===== config.mk =====
export PLATFORM = sky130hd
export DESIGN_NAME = css_clock_switch
export DESIGN_NICKNAME = d
export VERILOG_FILES = /design/src/pkg/css_pkg.sv /design/src/css_clock_switch.sv
export SDC_FILE = /design/constraint.sdc
export NUM_CORES = 1
export LEC_CHECK = 0
export BUFFER_PORTS_ARGS = -buffer_cell sky130_fd_sc_hd__buf_2
export CAP_MARGIN = 20
export CORE_MARGIN = 10
export CORE_UTILIZATION = 51
export DETAILED_ROUTE_END_ITERATION = 8
export GPL_TIMING_DRIVEN = 0
export MAX_ROUTING_LAYER = met4
export PLACE_DENSITY = 0.89
export REMOVE_ABC_BUFFERS = 1
export SETUP_SLACK_MARGIN = 0.5
export SLEW_MARGIN = 20
export SYNTH_ARGS = -nofsm -noshare
export SYNTH_HDL_FRONTEND = slang
export SYNTH_SLANG_ARGS = --single-unit

===== constraint.sdc =====
create_clock -name sys_clk -period 4.3 [get_ports sys_clk]
set_input_delay 0.215 -clock sys_clk [delete_from_list [all_inputs] [get_ports sys_clk]]
set_output_delay 0.215 -clock sys_clk [all_outputs]
set_load 0.02 [all_outputs]

===== src/pkg/css_pkg.sv =====
/*
  constants, field layout, state codes and helper functions of the clock switch and slew
  controller. assumes a 32-bit register port with one aligned word per register.
*/
// How it works
// - unlock opens only after first key then second key in consecutive key writes
// - any non-key value written to the key register locks again
// - lock stays open until software locks it, never after a switch
// - one unlock opens every guarded register; only oscillator control is guarded
// - software sets next source then request; hardware clears request on completion
// - a source that never becomes ready leaves request set and old source running
// - a PLL source is not taken before the PLL reports lock
// - a crystal source waits its start-up interval before being taken
// - sleep does not cancel a pending switch; it completes on wake before code runs
// - slewing only for software switches and wake; hardware skips it except two-speed
// - 4-bit final divider, 3-bit step count, read-only busy flag
// - software switch: up enable slews toward faster clocks, down enable toward slower ones; two-speed slews with either enable set
// - slewing down: busy, divide by two, wait source, double every four clocks
// - end of down slew: take slower source, load final divider, clear busy
// - slewing up: busy, wait source, switch at target, halve every four clocks
// - secondary oscillator runs when enabled or used by the CPU
// - clearing the enable does not stop it while it is the clock source
// - an enabled secondary oscillator keeps running in sleep
// - secondary oscillator enable is writable only while the lock is open
// - request for the current source is redundant: request cleared at once
// - completion copies next source into current source and clears request; an up switch loads the source latched at the request instead
package css_pkg;

  // ----------------------------------------------------------------
  // register offsets and keys
  // ----------------------------------------------------------------
  localparam logic [7:0]  CSS_KEY_OFS   = 8'h00;
  localparam logic [7:0]  CSS_OSC_OFS   = 8'h04;
  localparam logic [7:0]  CSS_SLEW_OFS  = 8'h08;
  localparam logic [31:0] CSS_KEY_FIRST = 32'hAA996655;
  localparam logic [31:0] CSS_KEY_SECOND = 32'h556699AA;

  // ----------------------------------------------------------------
  // field positions
  // ----------------------------------------------------------------
  localparam int CSS_REQ_POS   = 0;
  localparam int CSS_SOSC_POS  = 1;
  localparam int CSS_NXT_POS   = 8;
  localparam int CSS_CUR_POS   = 12;
  localparam int CSS_BUSY_POS  = 0;
  localparam int CSS_DN_POS    = 1;
  localparam int CSS_UP_POS    = 2;
  localparam int CSS_STEPS_POS = 8;
  localparam int CSS_FINAL_POS = 16;

  // ----------------------------------------------------------------
  // reset values and source codes
  // ----------------------------------------------------------------
  localparam logic [2:0] CSS_SRC_FRC   = 3'h0;
  localparam logic [2:0] CSS_SRC_SPLL  = 3'h1;
  localparam logic [2:0] CSS_SRC_POSC  = 3'h2;
  localparam logic [2:0] CSS_SRC_SOSC  = 3'h4;
  localparam logic [2:0] CSS_SRC_LOW_POWER_RC_OSCILLATOR  = 3'h5;
  localparam logic [2:0] CSS_RST_SRC   = CSS_SRC_FRC;
  localparam logic [3:0] CSS_RST_FINAL = 4'h1;
  localparam logic [2:0] CSS_RST_STEPS = 3'h0;

  // ----------------------------------------------------------------
  // timing
  // ----------------------------------------------------------------
  localparam int         CSS_CLK_NS     = 8;
  localparam int         CSS_OST_NS     = 1000;
  localparam logic [7:0] CSS_OST_CYC    = 8'((CSS_OST_NS + CSS_CLK_NS - 1) / CSS_CLK_NS);
  localparam logic [7:0] CSS_STEP_LAST  = 8'h03;

  typedef enum logic [4:0] {
    CSS_IDLE    = 5'b00001,
    CSS_WAITSRC = 5'b00010,
    CSS_STARTUP = 5'b00100,
    CSS_SLEWDN  = 5'b01000,
    CSS_SLEWUP  = 5'b10000
  } css_state_t;

  // speed rank: higher means faster
  function automatic logic [2:0] css_rank(input logic [2:0] src);
    unique case (src)
      CSS_SRC_SPLL: css_rank = 3'h4;
      CSS_SRC_POSC: css_rank = 3'h3;
      CSS_SRC_SOSC: css_rank = 3'h1;
      CSS_SRC_LOW_POWER_RC_OSCILLATOR: css_rank = 3'h0;
      default:      css_rank = 3'h2;
    endcase
  endfunction : css_rank

  function automatic logic css_uses_pll(input logic [2:0] src);
    css_uses_pll = (src == CSS_SRC_SPLL);
  endfunction : css_uses_pll

  function automatic logic css_is_xtal(input logic [2:0] src);
    css_is_xtal = (src == CSS_SRC_POSC) || (src == CSS_SRC_SOSC);
  endfunction : css_is_xtal

  // final divider times steps; zero fields count as one so the slew always ends
  function automatic logic [7:0] css_target(input logic [3:0] fin, input logic [2:0] st);
    logic [3:0] f;
    logic [2:0] s;
    f = (fin == 4'h0) ? 4'h1 : fin;
    s = (st == 3'h0) ? 3'h1 : st;
    css_target = 8'(f) * 8'(s);
  endfunction : css_target

endpackage : css_pkg


===== src/css_clock_switch.sv =====
/*
  clock switch and slew controller: key lock, switch request, source wait, divider slewing
  and secondary oscillator control. assumes source ready and PLL lock arrive as raw
  asynchronous levels and that inSleep comes from logic on sys_clk.
*/
// The implementer's own choices: strobed register access and the register offsets.
`timescale 1ns/10ps
module css_clock_switch
  import css_pkg::*;
(
  input  wire logic        sys_clk,
  input  wire logic        arst_n,
  input  wire logic [7:0]  regAddr,
  input  wire logic [31:0] regWrData,
  input  wire logic        regWr,
  input  wire logic        regRd,
  output logic      [31:0] regRdData,
  input  wire logic [7:0]  srcReadyPin,
  input  wire logic        pllLockPin,
  input  wire logic        inSleep,
  input  wire logic        hwSwitch,
  input  wire logic [2:0]  hwSrc,
  input  wire logic        hwTwoSpeed,
  output logic      [2:0]  coreSrcSel,
  output logic      [7:0]  coreDivider,
  output logic      [7:0]  srcEnable,
  output logic             soscRun,
  output logic             protWriteOpen,
  output logic             slewBusy,
  output logic             cpuHold
);

  typedef struct packed {
    logic [7:0] rdyS1;
    logic [7:0] rdyS2;
    logic [7:0] rdyS3;
    logic [7:0] rdyF;
    logic       pllS1;
    logic       pllS2;
    logic       pllS3;
    logic       pllF;
    logic       unlocked;
    logic       keyArmed;
    logic       oscReq;
    logic       secondary_osc_enable;
    logic [2:0] nxtSrc;
    logic [2:0] curSrc;
    logic [2:0] tgtSrc;
    logic [3:0] finalDiv;
    logic [2:0] slewSteps;
    logic       slew_up_enable;
    logic       slew_down_enable;
    logic       busy;
    logic       useSlew;
    logic       slowDir;
    logic       swInit;
    logic       sleptPend;
    logic [7:0] div;
    logic [7:0] cnt;
    css_state_t state;
    logic [31:0] rdata;
  } css_reg_t;

  css_reg_t st_ff;
  css_reg_t nxt_st;

  logic [7:0] tgtDiv;
  logic       srcOk;
  logic       keyWr;

  assign tgtDiv = css_target(st_ff.finalDiv, st_ff.slewSteps);
  assign srcOk  = st_ff.rdyF[st_ff.tgtSrc] && (!css_uses_pll(st_ff.tgtSrc) || st_ff.pllF);
  assign keyWr  = regWr && (regAddr == CSS_KEY_OFS);

  // ----------------------------------------------------------------
  // next state
  // ----------------------------------------------------------------
  always_comb begin
    nxt_st = st_ff;

    // three-stage sampling; a change counts once stages two and three agree
    nxt_st.rdyS1 = srcReadyPin;
    nxt_st.rdyS2 = st_ff.rdyS1;
    nxt_st.rdyS3 = st_ff.rdyS2;
    nxt_st.pllS1 = pllLockPin;
    nxt_st.pllS2 = st_ff.pllS1;
    nxt_st.pllS3 = st_ff.pllS2;
    for (int i = 0; i < 8; i++) begin
      if (st_ff.rdyS2[i] == st_ff.rdyS3[i]) begin
        nxt_st.rdyF[i] = st_ff.rdyS3[i];
      end
    end
    if (st_ff.pllS2 == st_ff.pllS3) begin
      nxt_st.pllF = st_ff.pllS3;
    end

    // key sequence; any other register access in between breaks the pair
    if ((regWr || regRd) && !keyWr) begin
      nxt_st.keyArmed = 1'b0;
    end
    if (keyWr) begin
      if (regWrData == CSS_KEY_FIRST) begin
        nxt_st.keyArmed = 1'b1;
      end else if (regWrData == CSS_KEY_SECOND) begin
        nxt_st.keyArmed = 1'b0;
        if (st_ff.keyArmed) begin
          nxt_st.unlocked = 1'b1;
        end
      end else begin
        nxt_st.keyArmed = 1'b0;
        nxt_st.unlocked = 1'b0;
      end
    end

    // guarded oscillator control writes
    if (regWr && (regAddr == CSS_OSC_OFS) && st_ff.unlocked) begin
      nxt_st.oscReq = regWrData[CSS_REQ_POS];
      nxt_st.secondary_osc_enable = regWrData[CSS_SOSC_POS];
      nxt_st.nxtSrc = regWrData[CSS_NXT_POS +: 3];
    end
    if (regWr && (regAddr == CSS_SLEW_OFS)) begin
      nxt_st.slew_down_enable      = regWrData[CSS_DN_POS];
      nxt_st.slew_up_enable      = regWrData[CSS_UP_POS];
      nxt_st.slewSteps = regWrData[CSS_STEPS_POS +: 3];
      nxt_st.finalDiv  = regWrData[CSS_FINAL_POS +: 4];
    end

    // read data, one cycle after the strobe
    nxt_st.rdata = 32'h0;
    if (regRd) begin
      unique case (regAddr)
        CSS_OSC_OFS: begin
          nxt_st.rdata[CSS_REQ_POS]       = st_ff.oscReq;
          nxt_st.rdata[CSS_SOSC_POS]      = st_ff.secondary_osc_enable;
          nxt_st.rdata[CSS_NXT_POS +: 3]  = st_ff.nxtSrc;
          nxt_st.rdata[CSS_CUR_POS +: 3]  = st_ff.curSrc;
        end
        CSS_SLEW_OFS: begin
          nxt_st.rdata[CSS_BUSY_POS]        = st_ff.busy;
          nxt_st.rdata[CSS_DN_POS]          = st_ff.slew_down_enable;
          nxt_st.rdata[CSS_UP_POS]          = st_ff.slew_up_enable;
          nxt_st.rdata[CSS_STEPS_POS +: 3]  = st_ff.slewSteps;
          nxt_st.rdata[CSS_FINAL_POS +: 4]  = st_ff.finalDiv;
        end
        default: nxt_st.rdata = 32'h0;
      endcase
    end

    // a switch pending at sleep entry stalls the core after wake until done
    if (inSleep && (st_ff.oscReq || (st_ff.state != CSS_IDLE))) begin
      nxt_st.sleptPend = 1'b1;
    end else if (!st_ff.oscReq && (st_ff.state == CSS_IDLE)) begin
      nxt_st.sleptPend = 1'b0;
    end

    // switch sequencer; the core clock is stopped in sleep so the sequencer waits
    if (!inSleep) begin
      unique case (st_ff.state)
        CSS_IDLE: begin
          if (hwSwitch && (hwSrc != st_ff.curSrc)) begin
            nxt_st.tgtSrc  = hwSrc;
            nxt_st.swInit  = 1'b0;
            nxt_st.slowDir = css_rank(hwSrc) < css_rank(st_ff.curSrc);
            nxt_st.useSlew = hwTwoSpeed && (st_ff.curSrc == CSS_SRC_FRC) &&
                             (st_ff.slew_up_enable || st_ff.slew_down_enable);
            nxt_st.cnt     = 8'h00;
            nxt_st.state   = CSS_WAITSRC;
          end else if (st_ff.oscReq) begin
            if (st_ff.nxtSrc == st_ff.curSrc) begin
              nxt_st.oscReq = 1'b0;
            end else begin
              nxt_st.tgtSrc  = st_ff.nxtSrc;
              nxt_st.swInit  = 1'b1;
              nxt_st.slowDir = css_rank(st_ff.nxtSrc) < css_rank(st_ff.curSrc);
              nxt_st.useSlew = (css_rank(st_ff.nxtSrc) < css_rank(st_ff.curSrc)) ?
                               st_ff.slew_down_enable : st_ff.slew_up_enable;
              nxt_st.cnt     = 8'h00;
              nxt_st.state   = CSS_WAITSRC;
            end
          end
          if (nxt_st.state == CSS_WAITSRC && nxt_st.useSlew) begin
            nxt_st.busy = 1'b1;
            if (nxt_st.slowDir) begin
              nxt_st.div = 8'h02;
            end
          end
        end
        CSS_WAITSRC: begin
          // stays here while the source is absent: request stays set, old source runs
          if (srcOk) begin
            nxt_st.cnt   = 8'h00;
            nxt_st.state = css_is_xtal(st_ff.tgtSrc) ? CSS_STARTUP : CSS_SLEWDN;
            if (!css_is_xtal(st_ff.tgtSrc) && !st_ff.slowDir) begin
              nxt_st.state = CSS_SLEWUP;
            end
          end
        end
        CSS_STARTUP: begin
          nxt_st.cnt = st_ff.cnt + 8'h01;
          if (st_ff.cnt == CSS_OST_CYC - 8'h01) begin
            nxt_st.cnt   = 8'h00;
            nxt_st.state = st_ff.slowDir ? CSS_SLEWDN : CSS_SLEWUP;
          end
        end
        CSS_SLEWDN: begin
          nxt_st.cnt = st_ff.cnt + 8'h01;
          if (!st_ff.useSlew || (st_ff.cnt == CSS_STEP_LAST)) begin
            nxt_st.cnt = 8'h00;
            if (!st_ff.useSlew || st_ff.div >= tgtDiv) begin
              nxt_st.curSrc = st_ff.tgtSrc;
              nxt_st.div    = {4'h0, st_ff.finalDiv};
              nxt_st.busy   = 1'b0;
              nxt_st.state  = CSS_IDLE;
              if (st_ff.swInit) begin
                nxt_st.oscReq = 1'b0;
                nxt_st.curSrc = st_ff.nxtSrc;
              end
            end else begin
              nxt_st.div = ({st_ff.div[6:0], 1'b0} > tgtDiv) ? tgtDiv :
                           {st_ff.div[6:0], 1'b0};
            end
          end
        end
        CSS_SLEWUP: begin
          nxt_st.cnt = st_ff.cnt + 8'h01;
          if (st_ff.cnt == 8'h00 && st_ff.curSrc != st_ff.tgtSrc) begin
            nxt_st.curSrc = st_ff.tgtSrc;
            nxt_st.div    = st_ff.useSlew ? tgtDiv : {4'h0, st_ff.finalDiv};
          end
          if (!st_ff.useSlew || (st_ff.cnt == CSS_STEP_LAST)) begin
            nxt_st.cnt = 8'h00;
            if (!st_ff.useSlew || (st_ff.div >> 1) <= {4'h0, st_ff.finalDiv}) begin
              nxt_st.curSrc = st_ff.tgtSrc;
              nxt_st.div    = {4'h0, st_ff.finalDiv};
              nxt_st.busy   = 1'b0;
              nxt_st.state  = CSS_IDLE;
              if (st_ff.swInit) begin
                nxt_st.oscReq = 1'b0;
              end
            end else begin
              nxt_st.div = st_ff.div >> 1;
            end
          end
        end
        default: nxt_st.state = CSS_IDLE;
      endcase
    end
  end

  // ----------------------------------------------------------------
  // state register
  // ----------------------------------------------------------------
  always_ff @(posedge sys_clk or negedge arst_n) begin
    if (!arst_n) begin
      st_ff           <= '0;
      st_ff.curSrc    <= CSS_RST_SRC;
      st_ff.nxtSrc    <= CSS_RST_SRC;
      st_ff.tgtSrc    <= CSS_RST_SRC;
      st_ff.finalDiv  <= CSS_RST_FINAL;
      st_ff.slewSteps <= CSS_RST_STEPS;
      st_ff.div       <= {4'h0, CSS_RST_FINAL};
      st_ff.state     <= CSS_IDLE;
    end else begin
      st_ff <= nxt_st;
    end
  end

  // ----------------------------------------------------------------
  // outputs
  // ----------------------------------------------------------------
  assign regRdData     = st_ff.rdata;
  assign coreSrcSel    = st_ff.curSrc;
  assign coreDivider   = st_ff.div;
  assign protWriteOpen = st_ff.unlocked;
  assign slewBusy      = st_ff.busy;
  assign cpuHold       = st_ff.sleptPend && !inSleep;
  // sleep does not gate the enable, so an enabled oscillator keeps running
  assign soscRun       = st_ff.secondary_osc_enable || (st_ff.curSrc == CSS_SRC_SOSC) ||
                         ((st_ff.state != CSS_IDLE) && (st_ff.tgtSrc == CSS_SRC_SOSC));

  always_comb begin
    srcEnable = 8'h00;
    srcEnable[st_ff.curSrc] = 1'b1;
    if (st_ff.state != CSS_IDLE) begin
      srcEnable[st_ff.tgtSrc] = 1'b1;
    end
    srcEnable[CSS_SRC_SOSC] = soscRun;
  end
endmodule : css_clock_switch


==> impl_metrics.py <==
metrics = {
    "job": {
        "drv_cap": 0,
    },
    "floorplan": {
        "fp.dieH_um": 128,
        "start_util_pct": 52.3,
        "pin_count": 114,
        "dieArea_um2": 16500,
        "core-area_um2": 11500,
        "fp.dieW_um": 128,
        "num_rows": 39,
    },
    "layout": {
        "syn_to_final_growth_pct": 16.9,
        "insertedDiodeCount": 0,
        "final_nets": 760,
        "drive_gt1_share_pct": 29.7,
        "final_util_pct": 61.1,
        "instances_no_fill": 819,
    },
    "detailed_routing": {
        "vias": 4952,
        "drt_iter0_drc": 319,
        "drtPass1Iterations": 5,
        "drt-total-wl_mm": 15.8,
        "via_per_inst": 6.05,
        "wl_per_cell_um": 19.3,
        "postRouteAntennaNets": 0,
        "drc": 0,
    },
    "timing": {
        "clock_skew_ns": 0.0159,
        "rsz0062_at_grt": "yes",
        "hold_viol": 0,
        "setup_violations": 0,
        "slew_headroom_pct": 38.4,
        "finalCritPeriodShare_pct": 96.1,
        "fmax_ghz": 0.242,
        "fin_crit_ns": 4.13,
        "tightest_slew_ns": 0.924,
        "maxSlewViolCount": 0,
        "worst_slack_ns": 0.168,
    },
    "critical_path": {
        "crit_chain": "nor3_4 -> nor2_2 -> nor2b_2 -> fa_1 -> ha_2 -> fa_2 -> buf_4 -> xnor2_4 -> ha_1 -> nand3_1 -> a22o_1 -> nand3_2 -> a31oi_4 -> buf_6 -> nor3_2 -> and3b_1 -> o32a_1 -> mux2i_1",
        "r2r_start": "st_ff[64]$_DFFE_PN0P_",
        "endpoint_kind": "flip-flop",
        "cp_data_arrival_time_ns": 4.41,
        "startpoint": "st_ff[64]$_DFFE_PN0P_",
        "worstSetupPathType": "reg -> reg",
        "worst_path_max_delay_cell": "dfrtp_2",
        "cp_max_fo": 7,
        "crit_path_start_kind": "flip-flop",
        "path_buf_inv": 2,
        "cpPeakStageDelay_ns": 0.44,
        "path_delay_family": "adder cells",
        "cp.required_ns": 4.58,
    },
    "clocking": {
        "cts_buffer_depth": 2,
        "clock-sinks": 97,
        "cts-root-buf": "clkbuf_16",
        "cts_tree": "done",
        "clock_latency_ns": 0.36,
        "clkSlewWorstSetupHoldPaths_ns": 0.07,
        "htreeDepth": 3,
        "numCtsBuffers": 9,
    },
    "global_route": {
        "grt_usage_pct": 19.0,
        "grt_pass1_vias": 5083,
        "overflow": 0,
        "grt_pass1_wl_mm": 24.8,
        "antenna_found_initial": 0,
        "grt_max_degree": 51,
    },
    "logic_synthesis": {
        "syn_area_um2": 5990,
        "synth_edf_count": 0,
        "ys_seq_elements": 97,
        "avgSynthCellArea_um2": 10.2,
        "synth-async-reset-ratio_pct": 100,
        "synth_area_leaders": "dfrtp_1, buf_4, ha_1",
        "synth_cell_types": 73,
        "synth_seq_area_share_pct": 40.6,
        "yosys_warnings": 0,
        "synth_largest_area_cell": "dfrtp_1",
        "yosysTopAreaCellShare_pct": 39.3,
        "synthCells": 589,
        "synthFlopType": "dfrtp_1",
    },
    "place": {
        "gp_congestion": 0.922,
        "post-place-cells": 773,
        "place_hpwl_mm": 10.9,
        "portBuffers": 94,
        "post-place-ws_ns": -0.633,
    },
    "power_and_ir_drop": {
        "ir_drop_mv": 0.378,
        "p_total_mw": 2.92,
        "power.leakage_nw": 3.31,
        "power.density_nw_per_um2": 417,
    },
    "run_status": {
        "outcome": "complete, no violations",
    },
    "worst_hold_path": {
        "min_from": "regWrData[19]",
        "hp-class": "in -> reg",
    },
}
worst register-to-register path, delay by kind of cell, from the launching register on:
kind	cells	cell delay, ns
mux	1	0.12
flops	1	0.44
compound gates	3	0.64
simple gates	7	1.05
xor+xnor	1	0.20
fa+ha+maj	4	1.27
buf+inv	2	0.33
repair_timing:
item / CTS / global route
setup buffers: 12 / 7
pin swaps: 12 / 8
endpoints found under the setup margin: 17 / 17
hold buffers: 10 / 0
resized for setup: 31 / 15
gates cloned: 1 / 0
hold endpoints to repair: 57 / 0
Yosys cell counts (12+ instances only):
cell type	count
mux2i_1	18
clkbuf_1	13
nor3_1	12
nand2_1	40
nand3_1	13
mux2_2	22
a21oi_1	22
inv_1	23
o21ai_0	24
nor2_1	35
nor4bb_1	16
ha_1	27
dfrtp_1	94
and3_1	12
buf_4	47
cells by family after synthesis:
logic type	after synthesis	share of synthesized area (%)
fa+ha+maj	40	8.33
simple gates	185	17.4
buf+inv	95	9.73
other cells	1	0.0626
xor+xnor	17	2.99
compound gates	113	13.4
flops	97	40.6
mux	41	7.52
flip-flops by register name, indices dropped and copies added (netlist names):
register / flops
protWriteOpen: 1
st_ff: 53
regRdData: 13
coreSrcSel: 3
slewBusy: 1
coreDivider: 8
nxt_st: 18
layer usage:
| metal | routed length (um) | global-route usage (%) |
|---|---|---|
| met2 | 7830 | 30.7 |
| met5 | 0 | - |
| met1 | 6370 | 22.2 |
| met3 | 957 | 3.29 |
| met4 | 651 | 10.3 |
per-stage QoR:
stage	TNS [ns]	instance area, um2	hold WS (ns)
floorplan	0	5560	-0.0806
global placement	-2.13	6210	0.323
detailed placement	-4.73	6250	0.180
CTS	0	6880	0.126
global route	0	7000	0.128
finish	0	7000	0.134
worst paths after layout:
kind | endpoint | slack [ns] | cells after the start
setup / recovery | coreDivider[2]$_DFFE_PN0P_ | 0.17 | 18
hold / removal | st_ff[66]$_DFFE_PN0P_ | 0.13 | 2
setup reg to reg | coreDivider[2]$_DFFE_PN0P_ | 0.17 | 18
hold reg to reg | nxt_st[95]$_DFF_PN0_ | 0.35 | 0
max in group asynchronous | coreDivider[0]$_DFFE_PN1P_ | 3.28 | 3
min in group asynchronous | st_ff[37]$_DFFE_PN0P_ | 0.36 | 2
power breakdown:
group,total [mW],leakage [nW],switching (mW),internal (mW)
sequential,1.15,1.23,0.158,0.997
combinational,0.965,1.93,0.544,0.421
clock,0.801,0.149,0.387,0.414
total,2.92,3.31,1.09,1.83
placed cells by master, fill, tap and decap left out, types with 9 or more instances in the layout:
master and n:
buf_2 93, dfrtp_1 89, nand2_1 39, nor2_1 34
ha_1 24, inv_1 22, mux2_2 22, o21ai_0 20
a21oi_1 19, conb_1 19, mux2i_1 18, nor4bb_1 16
buf_4 14, and3_1 12, nand3_1 12, and2_1 11
nor3_1 10, dlygate4sd3_1 10, a22o_1 9, maj3_1 9
clkbuf_16 9
area by class of cell:
cell class / count / area, um2
clock buffers: 9 / 225
well taps: 143 / 179
clock inverters: 7 / 76.3
multi-input cells: 415 / 3220
fillers: 881 / 4460
inverters: 23 / 86.3
repair buffers: 125 / 777
flip-flops and latches: 97 / 2440
(Power assumes the default switching activity.)
